[src/logic/raf_pkg.sv]
// package: constants and carriers for the record aligned framer
`default_nettype none
package raf_pkg;
   // ==========================================================
   // constants
   localparam logic [8:0]  RAF_MARKER_LEN = 9'h004;
   localparam logic [15:0] RAF_MRS_MIN    = 16'h0080;
   localparam logic [15:0] RAF_MRS_MAX    = 16'hFD00;
   localparam logic [15:0] RAF_OVERHEAD   = 16'h0010;
   localparam logic [31:0] RAF_CRC_INIT   = 32'hFFFF_FFFF;
   localparam logic [31:0] RAF_CRC_POLY   = 32'h82F6_3B78;
   localparam logic [7:0]  RAF_VER_RST    = 8'h01;

   // ==========================================================
   // types
   typedef enum logic [2:0] {
      ST_IDLE = 3'b000,
      ST_HDR  = 3'b001,
      ST_DATA = 3'b010,
      ST_PAD  = 3'b011,
      ST_CRC  = 3'b100,
      ST_DROP = 3'b101
   } raf_st_e;

   typedef struct packed {
      logic        full_op;
      logic        marker_en;
      logic        crc_off_local;
      logic        crc_off_peer;
      logic        ooo_en;
      logic [7:0]  version;
      logic [15:0] seg_limit;
   } raf_cfg_s;

   typedef struct packed {
      logic        valid;
      logic        first;
      logic [15:0] len;
      logic [7:0]  data;
   } raf_txu_s;

   typedef struct packed {
      logic       valid;
      logic [7:0] data;
      logic       frame_end;
   } raf_txt_s;

   typedef struct packed {
      logic       valid;
      logic [7:0] data;
      logic       in_order;
   } raf_rxt_s;

   typedef struct packed {
      logic       valid;
      logic [7:0] data;
   } raf_rec_s;

   typedef struct packed {
      logic        valid;
      logic [15:0] len;
      logic        crc_ok;
      logic        in_order;
      logic [31:0] seq;
   } raf_done_s;
endpackage : raf_pkg
`default_nettype wire

[src/logic/raf_crc32c_byte.sv]
// one-byte CRC32C update, reflected form
`default_nettype none
module raf_crc32c_byte
   import raf_pkg::*;
(
   input  wire logic [31:0] crc_in,
   input  wire logic [7:0]  data,
   output logic [31:0]      crc_out
);
   always_comb begin
      logic [31:0] c;
      c = crc_in;
      for (int i = 0; i < 8; i++) begin
         if (c[0] ^ data[i]) begin
            c = (c >> 1) ^ RAF_CRC_POLY;
         end else begin
            c = c >> 1;
         end
      end
      crc_out = c;
   end
endmodule : raf_crc32c_byte
`default_nettype wire

[src/logic/raf_framer.sv]
// record aligned framer: transmit framing and receive deframing
`default_nettype none
module raf_framer
   import raf_pkg::*;
(
   input  wire logic      CORE_CLK,
   input  wire logic      RSTN,
   input  wire raf_cfg_s  CFG,
   input  wire raf_txu_s  TXU,
   output logic           TXU_READY,
   output raf_txt_s       TXT,
   input  wire logic      TXT_READY,
   output logic           TX_REFUSED,
   input  wire raf_rxt_s  RXT,
   input  wire logic      GAP_FILLED,
   input  wire logic      FIN_SEEN,
   output raf_rec_s       RXU,
   output raf_done_s      RXU_DONE,
   output logic           RXU_DELIVERED,
   output logic           RXU_GAP_FILLED,
   output logic           CONN_CLOSING,
   output logic [15:0]    MAX_RECORD_SIZE,
   output logic [7:0]     VERSION
);
   // ==========================================================
   // mode latch at entry to full operation
   logic full_op_ff, mk_on_ff, crc_on_ff, ooo_ff;
   logic entry;
   assign entry = CFG.full_op & ~full_op_ff;

   always_ff @(posedge CORE_CLK or negedge RSTN) begin
      if (!RSTN) begin
         full_op_ff <= 1'b0;
         mk_on_ff   <= 1'b0;
         crc_on_ff  <= 1'b1;
         ooo_ff     <= 1'b0;
         VERSION    <= RAF_VER_RST;
      end else begin
         full_op_ff <= CFG.full_op;
         if (entry) begin
            mk_on_ff  <= CFG.marker_en;
            crc_on_ff <= ~(CFG.crc_off_local & CFG.crc_off_peer);
            ooo_ff    <= CFG.ooo_en;
            VERSION   <= CFG.version;
         end
      end
   end

   // ==========================================================
   // max record size: segment limit less framing, clamped
   logic [16:0] mrs_raw;
   assign mrs_raw = {1'b0, CFG.seg_limit} - {1'b0, RAF_OVERHEAD};

   always_ff @(posedge CORE_CLK or negedge RSTN) begin
      if (!RSTN) begin
         MAX_RECORD_SIZE <= RAF_MRS_MIN;
      end else if (mrs_raw[16] || mrs_raw[15:0] < RAF_MRS_MIN) begin
         MAX_RECORD_SIZE <= RAF_MRS_MIN;
      end else if (mrs_raw[15:0] > RAF_MRS_MAX) begin
         MAX_RECORD_SIZE <= RAF_MRS_MAX;
      end else begin
         MAX_RECORD_SIZE <= mrs_raw[15:0];
      end
   end

   // ==========================================================
   // transmit
   raf_st_e     tx_st_ff;
   logic [1:0]  tx_sub_ff, tx_pad_ff;
   logic [15:0] tx_len_ff, tx_cnt_ff, tx_foff_ff, tx_ptr_ff;
   logic [8:0]  tx_pos_ff;
   logic [31:0] tx_crc_ff, tx_crc_nxt, tx_fcs;
   logic        tx_first_ff, tx_mk, tx_frm, tx_adv, tx_need, tx_lead;
   logic [7:0]  tx_byte;

   assign tx_frm  = tx_st_ff inside {ST_HDR, ST_DATA, ST_PAD, ST_CRC};
   assign tx_mk   = mk_on_ff && tx_pos_ff < RAF_MARKER_LEN && tx_frm;
   assign tx_lead = tx_mk && tx_st_ff == ST_HDR && tx_sub_ff == 2'd0;
   assign tx_need = tx_st_ff == ST_DATA && !tx_mk;
   // stalls only on a full output slot or a missing record byte
   assign tx_adv  = tx_frm && (!TXT.valid || TXT_READY) && (!tx_need || TXU.valid);
   assign tx_fcs  = crc_on_ff ? ~tx_crc_ff : 32'h0000_0000;
   // ready is combinational so that a byte is never lost to a stalled slot
   assign TXU_READY = (tx_need && tx_adv) || tx_st_ff == ST_DROP;

   always_comb begin
      tx_byte = 8'h00;
      if (tx_mk) begin
         case (tx_pos_ff[1:0])
            2'd2:    tx_byte = tx_ptr_ff[15:8];
            2'd3:    tx_byte = tx_ptr_ff[7:0];
            default: tx_byte = 8'h00;
         endcase
      end else begin
         case (tx_st_ff)
            ST_HDR:  tx_byte = tx_sub_ff[0] ? tx_len_ff[7:0] : tx_len_ff[15:8];
            ST_DATA: tx_byte = TXU.data;
            ST_CRC: begin
               case (tx_sub_ff)
                  2'd0:    tx_byte = tx_fcs[31:24];
                  2'd1:    tx_byte = tx_fcs[23:16];
                  2'd2:    tx_byte = tx_fcs[15:8];
                  default: tx_byte = tx_fcs[7:0];
               endcase
            end
            default: tx_byte = 8'h00;
         endcase
      end
   end

   raf_crc32c_byte u_tx_crc (
      .crc_in  (tx_first_ff ? RAF_CRC_INIT : tx_crc_ff),
      .data    (tx_byte),
      .crc_out (tx_crc_nxt)
   );

   // state, one record per unit in fixed field order
   always_ff @(posedge CORE_CLK or negedge RSTN) begin
      if (!RSTN) begin
         tx_st_ff   <= ST_IDLE;
         tx_sub_ff  <= 2'd0;
         tx_pad_ff  <= 2'd0;
         tx_len_ff  <= 16'h0000;
         tx_cnt_ff  <= 16'h0000;
         TX_REFUSED <= 1'b0;
      end else begin
         TX_REFUSED <= 1'b0;
         if (!full_op_ff) begin
            tx_st_ff <= ST_IDLE;
         end else begin
            case (tx_st_ff)
               ST_IDLE: begin
                  if (TXU.valid && TXU.first) begin
                     if (TXU.len == 16'h0000 || TXU.len > MAX_RECORD_SIZE) begin
                        TX_REFUSED <= 1'b1;
                        tx_cnt_ff  <= (TXU.len == 16'h0000) ? 16'h0001 : TXU.len;
                        tx_st_ff   <= ST_DROP;
                     end else begin
                        tx_len_ff <= TXU.len;
                        tx_cnt_ff <= TXU.len;
                        tx_pad_ff <= 2'd2 - TXU.len[1:0];
                        tx_sub_ff <= 2'd0;
                        tx_st_ff  <= ST_HDR;
                     end
                  end
               end
               ST_DROP: begin
                  if (TXU.valid) begin
                     tx_cnt_ff <= tx_cnt_ff - 16'h0001;
                     if (tx_cnt_ff == 16'h0001) begin
                        tx_st_ff <= ST_IDLE;
                     end
                  end
               end
               default: begin
                  if (tx_adv && !tx_mk) begin
                     case (tx_st_ff)
                        ST_HDR: begin
                           tx_sub_ff <= tx_sub_ff + 2'd1;
                           if (tx_sub_ff[0]) begin
                              tx_sub_ff <= 2'd0;
                              tx_st_ff  <= ST_DATA;
                           end
                        end
                        ST_DATA: begin
                           tx_cnt_ff <= tx_cnt_ff - 16'h0001;
                           if (tx_cnt_ff == 16'h0001) begin
                              tx_st_ff <= (tx_pad_ff == 2'd0) ? ST_CRC : ST_PAD;
                           end
                        end
                        ST_PAD: begin
                           tx_pad_ff <= tx_pad_ff - 2'd1;
                           if (tx_pad_ff == 2'd1) begin
                              tx_st_ff <= ST_CRC;
                           end
                        end
                        default: begin
                           tx_sub_ff <= tx_sub_ff + 2'd1;
                           if (tx_sub_ff == 2'd3) begin
                              tx_st_ff <= ST_IDLE;
                           end
                        end
                     endcase
                  end
               end
            endcase
         end
      end
   end

   // stream position, unit offset, back-pointer and CRC
   always_ff @(posedge CORE_CLK or negedge RSTN) begin
      if (!RSTN) begin
         tx_pos_ff   <= 9'h000;
         tx_foff_ff  <= 16'h0000;
         tx_ptr_ff   <= 16'h0000;
         tx_crc_ff   <= RAF_CRC_INIT;
         tx_first_ff <= 1'b1;
      end else if (entry) begin
         tx_pos_ff <= 9'h000;
      end else if (tx_st_ff == ST_IDLE) begin
         tx_foff_ff  <= 16'h0000;
         tx_first_ff <= 1'b1;
      end else if (tx_adv) begin
         tx_pos_ff   <= tx_pos_ff + 9'h001;
         tx_first_ff <= 1'b0;
         if (!tx_lead) begin
            tx_foff_ff <= tx_foff_ff + 16'h0001;
         end
         if (tx_mk && tx_pos_ff == 9'h000) begin
            tx_ptr_ff <= tx_foff_ff;
         end
         // field bytes stay out; a marker just ahead of the field is still covered
         if (tx_mk || tx_st_ff != ST_CRC) begin
            tx_crc_ff <= tx_crc_nxt;
         end
      end
   end

   // output slot
   always_ff @(posedge CORE_CLK or negedge RSTN) begin
      if (!RSTN) begin
         TXT <= '0;
      end else if (tx_adv) begin
         TXT.valid     <= 1'b1;
         TXT.data      <= tx_byte;
         TXT.frame_end <= !tx_mk && tx_st_ff == ST_CRC && tx_sub_ff == 2'd3;
      end else if (TXT_READY) begin
         TXT.valid <= 1'b0;
      end
   end

   // ==========================================================
   // receive
   raf_st_e     rx_st_ff;
   logic [1:0]  rx_sub_ff, rx_pad_ff;
   logic [15:0] rx_len_ff, rx_cnt_ff;
   logic [8:0]  rx_pos_ff;
   logic [31:0] rx_crc_ff, rx_crc_nxt, rx_fcs_ff, rx_seq_ff, rx_start_ff;
   logic        rx_first_ff, rx_mk, rx_end;

   assign rx_mk  = mk_on_ff && rx_pos_ff < RAF_MARKER_LEN;
   assign rx_end = RXT.valid && !rx_mk && rx_st_ff == ST_CRC && rx_sub_ff == 2'd3;

   raf_crc32c_byte u_rx_crc (
      .crc_in  (rx_first_ff ? RAF_CRC_INIT : rx_crc_ff),
      .data    (RXT.data),
      .crc_out (rx_crc_nxt)
   );

   always_ff @(posedge CORE_CLK or negedge RSTN) begin
      if (!RSTN) begin
         rx_st_ff    <= ST_IDLE;
         rx_sub_ff   <= 2'd0;
         rx_pad_ff   <= 2'd0;
         rx_len_ff   <= 16'h0000;
         rx_cnt_ff   <= 16'h0000;
         rx_pos_ff   <= 9'h000;
         rx_crc_ff   <= RAF_CRC_INIT;
         rx_fcs_ff   <= 32'h0000_0000;
         rx_seq_ff   <= 32'h0000_0000;
         rx_start_ff <= 32'h0000_0000;
         rx_first_ff <= 1'b1;
         RXU         <= '0;
      end else begin
         RXU.valid <= 1'b0;
         if (!full_op_ff) begin
            rx_st_ff    <= ST_IDLE;
            rx_pos_ff   <= 9'h000;
            rx_first_ff <= 1'b1;
         end else if (rx_st_ff == ST_IDLE) begin
            rx_st_ff  <= ST_HDR;
            rx_sub_ff <= 2'd0;
         end else if (RXT.valid) begin
            rx_pos_ff   <= rx_pos_ff + 9'h001;
            rx_seq_ff   <= rx_seq_ff + 32'h0000_0001;
            rx_first_ff <= 1'b0;
            if (rx_first_ff) begin
               rx_start_ff <= rx_seq_ff;
            end
            if (rx_mk || rx_st_ff != ST_CRC) begin
               rx_crc_ff <= rx_crc_nxt;
            end
            if (!rx_mk) begin
               case (rx_st_ff)
                  ST_HDR: begin
                     if (!rx_sub_ff[0]) begin
                        rx_len_ff[15:8] <= RXT.data;
                        rx_sub_ff       <= 2'd1;
                     end else begin
                        rx_len_ff[7:0] <= RXT.data;
                        rx_cnt_ff      <= {rx_len_ff[15:8], RXT.data};
                        rx_pad_ff      <= 2'd2 - RXT.data[1:0];
                        rx_sub_ff      <= 2'd0;
                        rx_st_ff       <= ({rx_len_ff[15:8], RXT.data} == 16'h0000) ? ST_PAD : ST_DATA;
                     end
                  end
                  ST_DATA: begin
                     RXU.valid <= 1'b1;
                     RXU.data  <= RXT.data;
                     rx_cnt_ff <= rx_cnt_ff - 16'h0001;
                     if (rx_cnt_ff == 16'h0001) begin
                        rx_st_ff <= (rx_pad_ff == 2'd0) ? ST_CRC : ST_PAD;
                     end
                  end
                  ST_PAD: begin
                     rx_pad_ff <= rx_pad_ff - 2'd1;
                     if (rx_pad_ff == 2'd1) begin
                        rx_st_ff <= ST_CRC;
                     end
                  end
                  default: begin
                     rx_fcs_ff <= {rx_fcs_ff[23:0], RXT.data};
                     rx_sub_ff <= rx_sub_ff + 2'd1;
                     if (rx_sub_ff == 2'd3) begin
                        rx_st_ff    <= ST_HDR;
                        rx_first_ff <= 1'b1;
                     end
                  end
               endcase
            end
         end
      end
   end

   // completion, delivery and connection events
   logic rx_ok;
   assign rx_ok = !crc_on_ff || ({rx_fcs_ff[23:0], RXT.data} == ~rx_crc_ff);

   always_ff @(posedge CORE_CLK or negedge RSTN) begin
      if (!RSTN) begin
         RXU_DONE       <= '0;
         RXU_DELIVERED  <= 1'b0;
         RXU_GAP_FILLED <= 1'b0;
         CONN_CLOSING   <= 1'b0;
      end else begin
         RXU_DONE.valid <= rx_end;
         if (rx_end) begin
            RXU_DONE.len      <= rx_len_ff;
            RXU_DONE.crc_ok   <= rx_ok;
            RXU_DONE.in_order <= !ooo_ff || RXT.in_order;
            RXU_DONE.seq      <= rx_start_ff;
         end
         RXU_DELIVERED  <= rx_end && rx_ok && (!ooo_ff || RXT.in_order);
         RXU_GAP_FILLED <= ooo_ff && GAP_FILLED;
         if (!full_op_ff) begin
            CONN_CLOSING <= 1'b0;
         end else if (FIN_SEEN) begin
            CONN_CLOSING <= 1'b1;
         end
      end
   end

   // ==========================================================
   // checks
   property p_hdr_first;
      @(posedge CORE_CLK) disable iff (!RSTN)
      (tx_adv && !tx_mk && tx_st_ff == ST_HDR && tx_sub_ff == 2'd0) |=> TXT.data == tx_len_ff[15:8];
   endproperty
   a_hdr_first: assert property (p_hdr_first) else $error("header high octet wrong");
   property p_pad_zero;
      @(posedge CORE_CLK) disable iff (!RSTN)
      (tx_adv && !tx_mk && tx_st_ff == ST_PAD) |=> TXT.valid && TXT.data == 8'h00;
   endproperty
   a_pad_zero: assert property (p_pad_zero) else $error("pad octet not zero");
   property p_mult4;
      @(posedge CORE_CLK) disable iff (!RSTN)
      (tx_adv && !tx_mk && tx_st_ff == ST_CRC && tx_sub_ff == 2'd3) |-> tx_foff_ff[1:0] == 2'd3;
   endproperty
   a_mult4: assert property (p_mult4) else $error("unit not a four-octet multiple");
   property p_mrs;
      @(posedge CORE_CLK) disable iff (!RSTN)
      MAX_RECORD_SIZE >= RAF_MRS_MIN && MAX_RECORD_SIZE <= RAF_MRS_MAX;
   endproperty
   a_mrs: assert property (p_mrs) else $error("max record size out of range");
   property p_refuse;
      @(posedge CORE_CLK) disable iff (!RSTN)
      (full_op_ff && tx_st_ff == ST_IDLE && TXU.valid && TXU.first && TXU.len > MAX_RECORD_SIZE)
         |=> TX_REFUSED ##1 !TX_REFUSED;
   endproperty
   a_refuse: assert property (p_refuse) else $error("oversize record not refused");
   property p_ptr_zero;
      @(posedge CORE_CLK) disable iff (!RSTN)
      (tx_adv && tx_lead && tx_pos_ff == 9'h000) |=> tx_ptr_ff == 16'h0000;
   endproperty
   a_ptr_zero: assert property (p_ptr_zero) else $error("leading marker pointer not zero");
   property p_crc_off;
      @(posedge CORE_CLK) disable iff (!RSTN)
      (RXU_DONE.valid && !crc_on_ff) |-> RXU_DONE.crc_ok;
   endproperty
   a_crc_off: assert property (p_crc_off) else $error("check done with CRC off");
   property p_done_len;
      @(posedge CORE_CLK) disable iff (!RSTN)
      rx_end |=> RXU_DONE.valid && RXU_DONE.len == $past(rx_len_ff);
   endproperty
   a_done_len: assert property (p_done_len) else $error("record length not reported");
   property p_crc_keep;
      @(posedge CORE_CLK) disable iff (!RSTN)
      (entry && !CFG.crc_off_peer) |=> crc_on_ff ##1 crc_on_ff;
   endproperty
   a_crc_keep: assert property (p_crc_keep) else $error("CRC dropped while peer needs it");
   property p_idle_out;
      @(posedge CORE_CLK) disable iff (!RSTN)
      !full_op_ff |=> tx_st_ff == ST_IDLE && rx_st_ff == ST_IDLE;
   endproperty
   a_idle_out: assert property (p_idle_out) else $error("framing outside full operation");
   property p_version;
      @(posedge CORE_CLK) disable iff (!RSTN)
      entry |=> VERSION == $past(CFG.version);
   endproperty
   a_version: assert property (p_version) else $error("version not presented");

   c_unit_sent: cover property (@(posedge CORE_CLK) disable iff (!RSTN) TXT.valid && TXT.frame_end);
   c_marker_in: cover property (@(posedge CORE_CLK) disable iff (!RSTN) tx_adv && tx_mk && tx_ptr_ff != 16'h0000);
   c_rx_good:   cover property (@(posedge CORE_CLK) disable iff (!RSTN) RXU_DONE.valid && RXU_DONE.crc_ok);
   c_refused:   cover property (@(posedge CORE_CLK) disable iff (!RSTN) TX_REFUSED);
endmodule : raf_framer
`default_nettype wire

[config.mk]
export PLATFORM = sky130hd
export DESIGN_NAME = raf_framer
export DESIGN_NICKNAME = d
export VERILOG_FILES = /design/src/logic/raf_pkg.sv /design/src/logic/raf_crc32c_byte.sv /design/src/logic/raf_framer.sv
export SDC_FILE = /design/constraint.sdc
export NUM_CORES = 1
export LEC_CHECK = 0
export BUFFER_PORTS_ARGS = -buffer_cell sky130_fd_sc_hd__buf_2
export CAP_MARGIN = 30
export CORE_MARGIN = 1
export CORE_UTILIZATION = 25
export DETAILED_ROUTE_END_ITERATION = 10
export PLACE_DENSITY = 0.5
export SLEW_MARGIN = 20
export SYNTH_ARGS = -nofsm -noshare
export SYNTH_HDL_FRONTEND = slang
export SYNTH_SLANG_ARGS = --single-unit
[constraint.sdc]
create_clock -name CORE_CLK -period 4.3 [get_ports CORE_CLK]
set_clock_uncertainty 0.2 [all_clocks]
set_input_delay 0.645 -clock CORE_CLK [delete_from_list [all_inputs] [get_ports CORE_CLK]]
set_output_delay 0.645 -clock CORE_CLK [all_outputs]
set_load 0.03 [all_outputs]
==> out/metrics.cfg <==
[routing]
drt_iter0_drc = 747
wire_per_inst_um = 16.9
vias_per_cell = 4.59
num_vias = 14700
first_pass_iters = 5
drc_errors = 0
final_antenna_net_count = 0
route.final.wire_length_mm = 54.2

[cts]
cts_resized = 0
numCtsBuffers = 46
cts.sinks = 384
clock_latency_ns = 0.58
cts_tree = done
clk_pin_slew_ns = 0.06
cts_buffer_depth = 3
htree_num_levels = 2
cts-root-buf = clkbuf_16

[floorplan]
die_area_um2 = 82800
initial_core_util_pct = 25.3
die_h_um = 288
num_io_pins = 169
core_um2 = 80700
die_w_um = 288
rows = 104

[cells_and_area]
syn_to_final_growth_pct = 18.8
fin_nets = 2212
drive_gt1_share_pct = 27.4
final.fill_count = 8369
antenna-diode-count = 0

[power]
finalPower_mw = 15.6
power.density_nw_per_um2 = 645
p_leak_nw = 10.6
peakVddDrop_v = 0.000341

[worst_setup_path]
critPathLaunchType = register
critical_path.max_fanout = 15
cp.required_ns = 4.60
crit_type = register to register
critPathArrivalTime_ns = 4.02
cp-end-kind = register

[timing]
max_clock_freq_mhz = 269
tightest_slew_ns = 0.831
rsz0062_at_grt = no
min_period_over_period_pct = 86.4
setup_viol = 0
relSlewSlack_pct = 44.4
hold_violations = 0
hold_ws_ns = 0.0642
fin_tns_setup_ns = 0
drv_slew = 0
finalCriticalPeriod_ns = 3.72

[synthesis]
ys_seq_area_share_pct = 47.5
synth.distinct_cells = 78
async_flop_share_pct = 100
syn_nets = 2039
avgSynthCellArea_um2 = 10.6
syn_area_um2 = 20400
ys.flop_type = dfrtp_1
netlist_instances = 1931
ys_warn_count = 0
synth_seq_cells = 384
synth_edf_count = 0

[run]
max_cap_viol_count = 0

[worst_hold_path]
min_path_type = input port to register

[grt]
grt_max_degree = 88
antenna_found_initial = 2
grt_pass1_vias = 15000
grt_usage_pct = 13.2
grt_pass1_wl_mm = 87.1
gr-total-overflow = 0

[placed_design]
hpwl_mm = 38.8
place_congestion = 0.903
portBuffers = 168

[outcome]
status = complete, no violations

[placed cells by master (no fill, tap or decap), types with 16 or more instances in the layout]
cell and instances:
nor2b_1 32, a22oi_1 26, ha_1 38, nand2_1 130, nand3_1 34, buf_2 167
inv_1 48, nor4_1 23, clkbuf_16 47, mux2_2 177, o21ai_0 109, xor2_1 63
nor2_1 216, and2_1 16, buf_4 44, dfrtp_1 315, nand4_1 28, dfstp_2 69
a21oi_1 88, and3_1 21, xnor2_1 195, nor3_1 33
[routing by layer]
layer / vias to the layer above / track usage (%) / share of wire [%]
met4: 2 / 3.56 / 2.0
met2: 295 / 20.9 / 46
met3: 72 / 2.53 / 4.6
li1: 6995 / - / -
met5: - / 0 / 0.018
met1: 7326 / 18.3 / 47
[sequential cells by signal, summed over array words and instances, names as in the netlist, 9 cells and up]
signal / count
TXT: 10
tx_crc_ff: 32
rx_len_ff: 16
rx_pos_ff: 9
RXU_DONE: 51
tx_len_ff: 16
rx_cnt_ff: 16
rx_seq_ff: 32
rx_fcs_ff: 24
RXU: 9
tx_foff_ff: 16
MAX_RECORD_SIZE: 16
tx_ptr_ff: 16
tx_pos_ff: 9
rx_start_ff: 32
tx_cnt_ff: 16
rx_crc_ff: 32
[what timing repair did]
item,in CTS,in global routing
endpoints found under the hold margin,69,0
hold buffers,4,0
buffers inserted,0,0
[cell type report]
type	count	area [um^2]	share of cell area, %
Clock buffer	68	1370	5.63
Clock inverter	14	228	0.939
Inverter	48	180	0.743
Multi-Input combinational cell	1405	10200	42.0
Sequential cell	384	9700	40.0
Tap cell	1060	1330	5.47
Timing Repair Buffer	219	1280	5.28
[cell families after synthesis]
kind of cell | share of synthesized area [%]
XOR/XNOR | 14.4
AND/OR/NAND/NOR | 13.7
AO/OA/AOI/OAI | 9.28
adder cells (fa/ha/maj) | 2.33
flip-flops | 47.5
multiplexers | 10.0
buffers and inverters | 2.79
[worst paths after layout]
check | startpoint | to | slack [ns] | cells past startpoint
worst max-delay path | tx_sub_ff[0]$_DFFE_PN0P_ | tx_crc_ff[20]$_DFFE_PN1P_ | 0.58 | 10
worst min-delay path | CFG[4] | MAX_RECORD_SIZE[4]$_DFF_PN0_ | 0.06 | 2
worst max register to register | tx_sub_ff[0]$_DFFE_PN0P_ | tx_crc_ff[20]$_DFFE_PN1P_ | 0.58 | 10
worst min register to register | rx_seq_ff[31]$_DFFE_PN0P_ | rx_seq_ff[31]$_DFFE_PN0P_ | 0.27 | 1
max in group asynchronous | RSTN | rx_crc_ff[27]$_DFFE_PN1P_ | 2.44 | 3
min in group asynchronous | RSTN | TXT[5]$_DFFE_PN0N_ | 0.47 | 2
[cell usage after synthesis (all sizes together), types with 8 or more instances]
cell | n | area, um^2
a21o | 9 | 67.6
a21oi | 94 | 508
a22oi | 26 | 195
a31oi | 8 | 50.1
and2 | 16 | 100
and3 | 21 | 131
buf | 29 | 145
clkbuf | 65 | 244
dfrtp | 315 | 7880
dfstp | 69 | 1810
ha | 38 | 475
inv | 48 | 180
mux2 | 178 | 2000
nand2 | 130 | 488
nand2b | 11 | 68.8
nand3 | 34 | 170
nand4 | 29 | 188
nor2 | 220 | 833
nor2b | 33 | 206
nor3 | 35 | 175
nor4 | 25 | 171
o21ai | 118 | 594
o41ai | 8 | 70.1
or3 | 9 | 56.3
xnor2 | 212 | 2050
xnor3 | 8 | 184
xor2 | 65 | 584
[critical path, stage by stage (launching register included)]
cell and delay (ns):
dfrtp_1 0.41, ha_1 0.41, buf_4 0.24, o41ai_1 0.37
o21ai_1 0.15, a21oi_4 0.24, xnor2_4 0.22, xnor3_2 0.55
xnor2_2 0.25, xor3_1 0.44, a21oi_1 0.15
[where the power goes]
| group | total, mW | internal [mW] | switching [mW] | leakage (nW) |
|---|---|---|---|---|
| registers | 5.52 | 4.60 | 0.914 | 4.91 |
| logic | 6.06 | 2.81 | 3.26 | 4.95 |
| clock network | 4.07 | 2.50 | 1.57 | 0.779 |
[metrics by stage]
| stage | area (um^2) | util, % | setup WS (ns) | cells |
|---|---|---|---|---|
| 3_3_place_gp | 22600 | 28.0 | 0.534 | 3111 |
| 5_1_grt | 24200 | 30.1 | 0.340 | 3198 |
| 6_report | 24200 | 30.1 | 0.585 | 3198 |
| 4_1_cts | 24200 | 30.1 | 0.575 | 3198 |
| 3_5_place_dp | 22600 | 28.0 | 0.506 | 3112 |
| 2_1_floorplan | 20400 | - | 0.541 | 1931 |
No activity file was read; power rests on OpenSTA's default activity.
